$ cat src/include/sxsalu_pkg.sv
/*
 * Package for the subtract / xor / swap execution datapath.
 * Assumes an 8-bit data path and a 7-bit file register address.
 */
package sxsalu_pkg;
    // ==========================================================
    // Widths
    localparam int SXSALU_DATA_W = 8;
    localparam int SXSALU_ADDR_W = 7;

    // ==========================================================
    // Flag positions in the flag vector {zero, digit carry, carry}
    localparam int SXSALU_FLAG_C = 0;
    localparam int SXSALU_FLAG_DIGIT_CARRY = 1;
    localparam int SXSALU_FLAG_Z = 2;

    // ==========================================================
    // Reset values
    localparam logic [7:0] SXSALU_ACC_RST = 8'h00;
    localparam logic [2:0] SXSALU_FLAGS_RST = 3'h0;
    localparam logic [7:0] SXSALU_ZERO_BYTE = 8'h00;

    // ==========================================================
    // Operations
    typedef enum logic [1:0] {
        SXSALU_OP_SUB_ACC_FROM_FILE,
        SXSALU_OP_XOR_LITERAL_ACC,
        SXSALU_OP_XOR_ACC_FILE,
        SXSALU_OP_NIBBLE_SWAP_FILE
    } sxsalu_op_t;
endpackage : sxsalu_pkg

$ cat src/sxsalu_top.sv
/*
 * Execution datapath for subtract, xor and nibble swap instructions.
 * Holds the working accumulator and carry, digit carry and zero flags.
 * Assumes the decoder presents one instruction per op_valid cycle and
 * that the file register value for file_addr is present alongside.
 */
`timescale 1ns/10ps

// Notes on behaviour
// - Subtract from file computes file minus accumulator; updates carry, digit carry, zero.
// - Destination bit 0 writes result into accumulator; file register untouched.
// - Destination bit 1 writes result back to the file register, not accumulator, except for xor literal.
// - Xor literal: accumulator xor literal into accumulator, only zero flag updated.
// - Xor file: accumulator xor file, routed by destination bit, only zero flag.
// - Nibble swap exchanges nibbles of file value; no flag changes.
// - Nibble swap goes to file when destination set, else to accumulator.
module sxsalu_top
    import sxsalu_pkg::*;
(
    input wire logic clk_sys,
    input wire logic rst,
    input wire logic op_valid,
    input wire sxsalu_op_t op,
    input wire logic dest_file,
    input wire logic [6:0] file_addr,
    input wire logic [7:0] file_rdata,
    input wire logic [7:0] literal,
    output logic [7:0] acc,
    output logic carry_flag,
    output logic digit_carry_flag,
    output logic zero_flag,
    output logic file_we,
    output logic [6:0] file_waddr,
    output logic [7:0] file_wdata
);
    logic [2:0] flags;
    wire logic [7:0] result;
    wire logic [2:0] next_flags;
    wire logic to_file;
    wire logic to_acc;

    // ==========================================================
    // Result unit
    sxsalu_core u_core (
        .op(op),
        .acc(acc),
        .file_val(file_rdata),
        .literal(literal),
        .flags_in(flags),
        .result(result),
        .flags_out(next_flags)
    );

    // ==========================================================
    // Destination routing; literal form always targets accumulator
    assign to_file = op_valid && dest_file && (op != SXSALU_OP_XOR_LITERAL_ACC);
    assign to_acc = op_valid && !to_file;

    // ==========================================================
    // Accumulator and flags
    always_ff @(posedge clk_sys) begin
        if (rst) begin
            acc <= SXSALU_ACC_RST;
            flags <= SXSALU_FLAGS_RST;
        end else if (op_valid) begin
            flags <= next_flags;
            if (to_acc) begin
                acc <= result;
            end
        end
    end

    // ==========================================================
    // File register write port, one cycle after the instruction
    always_ff @(posedge clk_sys) begin
        if (rst) begin
            file_we <= 1'b0;
            file_waddr <= 7'h00;
            file_wdata <= 8'h00;
        end else begin
            file_we <= to_file;
            if (to_file) begin
                file_waddr <= file_addr;
                file_wdata <= result;
            end
        end
    end

    assign carry_flag = flags[SXSALU_FLAG_C];
    assign digit_carry_flag = flags[SXSALU_FLAG_DIGIT_CARRY];
    assign zero_flag = flags[SXSALU_FLAG_Z];

    // ==========================================================
    // Checks
    property p_sub_value;
        @(posedge clk_sys) disable iff (rst)
        (op_valid && op == SXSALU_OP_SUB_ACC_FROM_FILE && !dest_file)
            |=> (acc == 8'($past(file_rdata) - $past(acc)));
    endproperty
    a_sub_value: assert property (p_sub_value) else $error("subtract result wrong");

    property p_sub_file;
        @(posedge clk_sys) disable iff (rst)
        (op_valid && op == SXSALU_OP_SUB_ACC_FROM_FILE && dest_file)
            |=> (file_we
                 && file_wdata == 8'($past(file_rdata) - $past(acc))
                 && $stable(acc));
    endproperty
    a_sub_file: assert property (p_sub_file) else $error("subtract to file wrong");

    property p_acc_dest;
        @(posedge clk_sys) disable iff (rst)
        (op_valid && !dest_file) |=> !file_we;
    endproperty
    a_acc_dest: assert property (p_acc_dest) else $error("file written for acc dest");

    property p_file_dest;
        @(posedge clk_sys) disable iff (rst)
        (op_valid && dest_file && op != SXSALU_OP_XOR_LITERAL_ACC)
            |=> (file_we && file_waddr == $past(file_addr) && $stable(acc));
    endproperty
    a_file_dest: assert property (p_file_dest) else $error("file dest not honoured");

    property p_xor_lit;
        @(posedge clk_sys) disable iff (rst)
        (op_valid && op == SXSALU_OP_XOR_LITERAL_ACC)
            |=> (acc == ($past(acc) ^ $past(literal)) && zero_flag == (acc == 8'h00)
                 && $stable(carry_flag) && $stable(digit_carry_flag));
    endproperty
    a_xor_lit: assert property (p_xor_lit) else $error("xor literal wrong");

    property p_xor_file;
        @(posedge clk_sys) disable iff (rst)
        (op_valid && op == SXSALU_OP_XOR_ACC_FILE && dest_file)
            |=> (file_wdata == ($past(acc) ^ $past(file_rdata)) && $stable(carry_flag)
                 && $stable(digit_carry_flag)
                 && zero_flag == (file_wdata == 8'h00));
    endproperty
    a_xor_file: assert property (p_xor_file) else $error("xor file wrong");

    property p_swap_flags;
        @(posedge clk_sys) disable iff (rst)
        (op_valid && op == SXSALU_OP_NIBBLE_SWAP_FILE)
            |=> ($stable(carry_flag) && $stable(digit_carry_flag) && $stable(zero_flag));
    endproperty
    a_swap_flags: assert property (p_swap_flags) else $error("swap changed flags");

    property p_swap_acc;
        @(posedge clk_sys) disable iff (rst)
        (op_valid && op == SXSALU_OP_NIBBLE_SWAP_FILE && !dest_file)
            |=> (acc == {$past(file_rdata[3:0]), $past(file_rdata[7:4])});
    endproperty
    a_swap_acc: assert property (p_swap_acc) else $error("swap to acc wrong");

    property p_sub_flags;
        @(posedge clk_sys) disable iff (rst)
        (op_valid && op == SXSALU_OP_SUB_ACC_FROM_FILE)
            |=> (carry_flag == ($past(acc) <= $past(file_rdata))
                 && digit_carry_flag == ($past(acc[3:0]) <= $past(file_rdata[3:0]))
                 && zero_flag == ($past(acc) == $past(file_rdata)));
    endproperty
    a_sub_flags: assert property (p_sub_flags) else $error("subtract flags wrong");

    property p_xor_acc;
        @(posedge clk_sys) disable iff (rst)
        (op_valid && op == SXSALU_OP_XOR_ACC_FILE && !dest_file)
            |=> (acc == ($past(acc) ^ $past(file_rdata)) && zero_flag == (acc == 8'h00)
                 && $stable(carry_flag) && $stable(digit_carry_flag));
    endproperty
    a_xor_acc: assert property (p_xor_acc) else $error("xor file to acc wrong");

    property p_swap_file;
        @(posedge clk_sys) disable iff (rst)
        (op_valid && op == SXSALU_OP_NIBBLE_SWAP_FILE && dest_file)
            |=> (file_we && file_wdata == {$past(file_rdata[3:0]), $past(file_rdata[7:4])}
                 && $stable(acc));
    endproperty
    a_swap_file: assert property (p_swap_file) else $error("swap to file wrong");

    property p_lit_acc;
        @(posedge clk_sys) disable iff (rst)
        (op_valid && op == SXSALU_OP_XOR_LITERAL_ACC && dest_file)
            |=> (!file_we && acc == ($past(acc) ^ $past(literal)));
    endproperty
    a_lit_acc: assert property (p_lit_acc) else $error("xor literal left acc");

    property p_write_hold;
        @(posedge clk_sys) disable iff (rst)
        !(op_valid && dest_file && op != SXSALU_OP_XOR_LITERAL_ACC)
            |=> (!file_we && $stable(file_waddr) && $stable(file_wdata));
    endproperty
    a_write_hold: assert property (p_write_hold) else $error("file port moved");

    // ==========================================================
    // Checks on idle and reset

    property p_idle_hold;
        @(posedge clk_sys) disable iff (rst)
        !op_valid |=> ($stable(acc) && $stable(carry_flag) && $stable(digit_carry_flag)
                      && $stable(zero_flag));
    endproperty
    a_idle_hold: assert property (p_idle_hold) else $error("state moved while idle");

    property p_reset_state;
        @(posedge clk_sys)
        rst |=> (acc == SXSALU_ACC_RST && file_waddr == 7'h00 && file_wdata == SXSALU_ZERO_BYTE
                 && {zero_flag, digit_carry_flag, carry_flag} == SXSALU_FLAGS_RST && !file_we);
    endproperty
    a_reset_state: assert property (p_reset_state) else $error("reset state wrong");

    // ==========================================================
    // Coverage

    c_sub_zero: cover property (@(posedge clk_sys) disable iff (rst)
        op_valid && op == SXSALU_OP_SUB_ACC_FROM_FILE ##1 zero_flag);
    c_sub_borrow: cover property (@(posedge clk_sys) disable iff (rst)
        op_valid && op == SXSALU_OP_SUB_ACC_FROM_FILE ##1 !carry_flag);
    c_swap_file: cover property (@(posedge clk_sys) disable iff (rst)
        op_valid && op == SXSALU_OP_NIBBLE_SWAP_FILE && dest_file);
    c_xor_lit_zero: cover property (@(posedge clk_sys) disable iff (rst)
        op_valid && op == SXSALU_OP_XOR_LITERAL_ACC ##1 zero_flag);
    c_xor_file_zero: cover property (@(posedge clk_sys) disable iff (rst)
        op_valid && op == SXSALU_OP_XOR_ACC_FILE ##1 zero_flag);
endmodule : sxsalu_top

$ cat src/sxsalu_core.sv
/*
 * Combinational result and flag unit of the datapath.
 * Assumes operands are stable for the cycle in which op_valid is high.
 */
`timescale 1ns/10ps

module sxsalu_core
    import sxsalu_pkg::*;
(
    input wire sxsalu_op_t op,
    input wire logic [7:0] acc,
    input wire logic [7:0] file_val,
    input wire logic [7:0] literal,
    input wire logic [2:0] flags_in,
    output logic [7:0] result,
    output logic [2:0] flags_out
);
    wire logic [8:0] sub_full;
    wire logic [4:0] sub_low;
    wire logic [7:0] xor_lit;
    wire logic [7:0] xor_file;
    wire logic [7:0] swapped;
    wire logic sub_c;
    wire logic sub_digit_carry;

    // ==========================================================
    // Arithmetic: file minus accumulator, two's complement
    assign sub_full = {1'b0, file_val} + {1'b0, ~acc} + 9'h001;
    assign sub_low = {1'b0, file_val[3:0]} + {1'b0, ~acc[3:0]} + 5'h01;
    assign sub_c = sub_full[8];
    assign sub_digit_carry = sub_low[4];
    assign xor_lit = acc ^ literal;
    assign xor_file = acc ^ file_val;
    assign swapped = {file_val[3:0], file_val[7:4]};

    // ==========================================================
    // Result and flag selection
    always_comb begin
        result = swapped;
        flags_out = flags_in;
        unique case (op)
            SXSALU_OP_SUB_ACC_FROM_FILE: begin
                result = sub_full[7:0];
                flags_out[SXSALU_FLAG_C] = sub_c;
                flags_out[SXSALU_FLAG_DIGIT_CARRY] = sub_digit_carry;
                flags_out[SXSALU_FLAG_Z] = (sub_full[7:0] == SXSALU_ZERO_BYTE);
            end
            SXSALU_OP_XOR_LITERAL_ACC: begin
                result = xor_lit;
                flags_out[SXSALU_FLAG_Z] = (xor_lit == SXSALU_ZERO_BYTE);
            end
            SXSALU_OP_XOR_ACC_FILE: begin
                result = xor_file;
                flags_out[SXSALU_FLAG_Z] = (xor_file == SXSALU_ZERO_BYTE);
            end
            SXSALU_OP_NIBBLE_SWAP_FILE: begin
                result = swapped;
            end
        endcase
    end
endmodule : sxsalu_core

$ cat config.mk
export PLATFORM = sky130hd
export DESIGN_NAME = sxsalu_top
export DESIGN_NICKNAME = d
export VERILOG_FILES = /design/src/include/sxsalu_pkg.sv /design/src/sxsalu_top.sv /design/src/sxsalu_core.sv
export SDC_FILE = /design/constraint.sdc
export NUM_CORES = 1
export LEC_CHECK = 0
export BUFFER_PORTS_ARGS = -buffer_cell sky130_fd_sc_hd__buf_4
export CELL_PAD_IN_SITES_DETAIL_PLACEMENT = 1
export CELL_PAD_IN_SITES_GLOBAL_PLACEMENT = 1
export CORE_ASPECT_RATIO = 0.8
export CORE_UTILIZATION = 29
export DETAILED_ROUTE_END_ITERATION = 8
export PLACE_DENSITY = 0.7
export SYNTH_ARGS = -nofsm -noshare
export SYNTH_HDL_FRONTEND = slang
export SYNTH_HIERARCHICAL = 1
export SYNTH_SLANG_ARGS = --single-unit
export TNS_END_PERCENT = 1
$ cat constraint.sdc
create_clock -name clk_sys -period 3.3 [get_ports clk_sys]
set_input_delay 0.825 -clock clk_sys [delete_from_list [all_inputs] [get_ports clk_sys]]
set_output_delay 0.825 -clock clk_sys [all_outputs]
set_load 0.02 [all_outputs]
==> impl_metrics.tcl <==
set metrics [dict create \
    status "finished, final reports clean" \
    cts-htree-levels 1 \
    synth.distinct_cells 43 \
    cts_max_path_buffers 2 \
    grt_max_degree 43 \
    avgViaCountPerCell 4.799 \
    start_kind "primary input" \
    antenna_found_initial 0 \
    netlist_area_um2 1949 \
    crit_type "primary input to register" \
    hpwl_um 4279 \
    initial_core_util_pct 30.26 \
    grt_pass1_vias 1693 \
    cts_buffers 3 \
    crit_top_cell "inv_1" \
    placed_cell_area_um2 2415 \
    endpoint_kind "register" \
    io_pins 56 \
    seq_area_frac_synth_pct 27.73 \
    gp_congestion 0.8851 \
    wl_um 5317 \
    die-height_um 75.33 \
    clock_latency_ps 280 \
    clkTransAtPathRegs_ps 100 \
    dr.first_iter.drc_count 78 \
    grt_pass1_wl_um 8742 \
    final_area_um2 2464 \
    clock.fmax_mhz 367.8 \
    cts.sinks 27 \
    antenna_cells 0 \
    finalSetupViolations 0 \
    p_leak_nw 1.075 \
    vias 1718 \
    numPortBuffers 55 \
    cp_max_fo 3 \
    required_ps 3530 \
    yosysWarnings 6 \
    dr.pass1.iters 4 \
    synth.avg_cell_area_um2 8.664 \
    synthCells 225 \
    layout.nets 313 \
    ir_drop_mv 0.1744 \
    postSynth.asyncResetShare_pct 0 \
    wl_per_cell_um 14.85 \
    synth-seq-cells 27 \
    report.final.slew_viol_count 0 \
    power_density_nw_per_um2 362.0 \
    crit_chain "buf_4, inv_1, ha_1, inv_1, fa_1, a21o_1, a21oi_1, xor2_1, o211ai_1, o41ai_1, mux2i_1, nor2_1" \
    drc 0 \
    skew_ps 8.854 \
    grt_setup_unrepaired "no" \
    synthFlopType "dfxtp_1" \
    finalCritPeriodShare_pct 82.38 \
    ant_nets 0 \
    cap_violations 0 \
    cts-root-buf "clkbuf_8" \
    overflow 0 \
    cts-resized-gates 0 \
    synth_top_cell_by_area "dfxtp_1" \
    synth_fp_nets 263 \
    post-route-min-period_ps 2719 \
    power_mw 0.8917 \
    tns_ps 0 \
    fin_cells 358 \
    die_x_um 93.67 \
    crit_family "compound AO/OA/AOI/OAI gates" \
    worstPathArrival_ps 2950 \
    post-cts-setup-buffers 0 \
    ctsHoldBuffers 0 \
    dp_cells 354 \
    cp_slowest_cell "fa_1" \
    dieArea_um2 7056 \
    hold_viol 0 \
    slew_headroom_pct 72.11 \
    cpPeakStageDelay_ps 410 \
    fillers 776 \
    track_usage_pct 16.24 \
    cts_tree "done" \
    hp-class "register to register" \
    path_buf_inv 3 \
    synth_area_leaders "dfxtp_1, nand2b_1, mux2i_1" \
    synth_edf_count 0 \
    synth.top_cell.area_share_pct 27.73 \
    area_growth_pct 26.38 \
    layout-drive-gt1-share_pct 26.64 \
    design.core.area_um2 6441 \
    tightest_slew_ps 412.9 \
    fp-row-count 26 \
]
-- sequential cells by signal, summed over array words and instances, names as in the netlist --
signal and count:
acc 8, file_wdata 8, file_waddr 7, flags 3, file_we 1
-- final timing paths --
kind	from	cells past startpoint	end	slack [ps]
setup / recovery	file_rdata[0]	12	flags[2]	580
hold / removal	file_waddr[0]	2	file_waddr[0]	480
setup reg to reg	acc[5]	9	flags[2]	750
hold reg to reg	file_waddr[0]	2	file_waddr[0]	480
-- worst register-to-register path, cell delays in order (launching register included) --
cell and delay [ps]:
dfxtp_1 460, inv_1 70, ha_1 380, a21o_1 200, a31o_1 220, a221o_1 300, nand3b_4 160, o41ai_1 460
mux2i_1 140, nor2_1 100
-- area by class of cell --
type                            count  area (um2)  share of cell area (%)
Inverter                           12       45.04                   1.828
Clock buffer                        3       41.29                   1.676
Multi-Input combinational cell    172        1281                   52.01
Timing Repair Buffer               59       442.9                   17.98
Sequential cell                    27       540.5                   21.94
Clock inverter                      1       7.507                  0.3047
Tap cell                           84       105.1                   4.266
-- power breakdown --
part / internal (mW) / leakage (nW) / switching [mW]
sequential: 0.346 / 0.221 / 0.0200
clock: 0.0859 / 0.0217 / 0.109
combinational: 0.157 / 0.833 / 0.174
total: 0.589 / 1.08 / 0.303
-- cell usage after synthesis, types with 2 or more instances --
cell type,n
a21o_1,2
ha_1,8
nand3_1,2
nand2b_1,42
o21a_1,2
xnor2_1,6
xor2_1,7
dfxtp_1,27
clkbuf_1,9
nand4_1,3
o211ai_1,4
buf_2,2
o22ai_1,2
a31oi_1,2
nor3_1,3
a21oi_1,6
inv_1,12
mux4_2,2
mux2i_1,26
o21ai_0,10
nor2_1,14
nand2_1,13
-- metrics by stage --
step                util (%)  hold slack, ps  setup slack, ps
floorplan                  -           546.0            602.4
global placement       37.49           461.4            360.6
detailed placement     37.49           467.3            299.2
CTS                    38.25           484.8            593.9
global route           38.25           503.3            436.1
finish                 38.25           479.0            581.4
-- cell families after synthesis --
group           synth area share, %
xor+xnor                      5.841
flops                         27.73
compound gates                12.13
buf+inv                       6.547
mux                           15.66
fa+ha+maj                     6.162
simple gates                  25.93
-- cells in the final DEF, fill, tap and decap left out, types with 2 or more instances in the layout --
| master | count |
|---|---|
| nor3_1 | 3 |
| nand4_1 | 3 |
| o21a_1 | 2 |
| xnor2_1 | 6 |
| a21oi_1 | 6 |
| dfxtp_1 | 27 |
| mux2i_1 | 26 |
| a21o_1 | 2 |
| mux4_2 | 2 |
| clkbuf_8 | 3 |
| inv_1 | 12 |
| nand3_1 | 2 |
| ha_1 | 8 |
| nand2_1 | 13 |
| xor2_1 | 7 |
| a31oi_1 | 2 |
| nor2_1 | 14 |
| o22ai_1 | 2 |
| o211ai_1 | 4 |
| buf_4 | 59 |
| nand2b_1 | 42 |
| o21ai_0 | 10 |
-- routing by layer --
layer  track usage (%)  up-vias  routed length, um
li1                  -      872                  -
met3             3.293        4                255
met2             26.47       41               2317
met4             3.077        0                 32
met5                 0        -                  0
met1             22.61      801               2712
(Power assumes the default switching activity.)
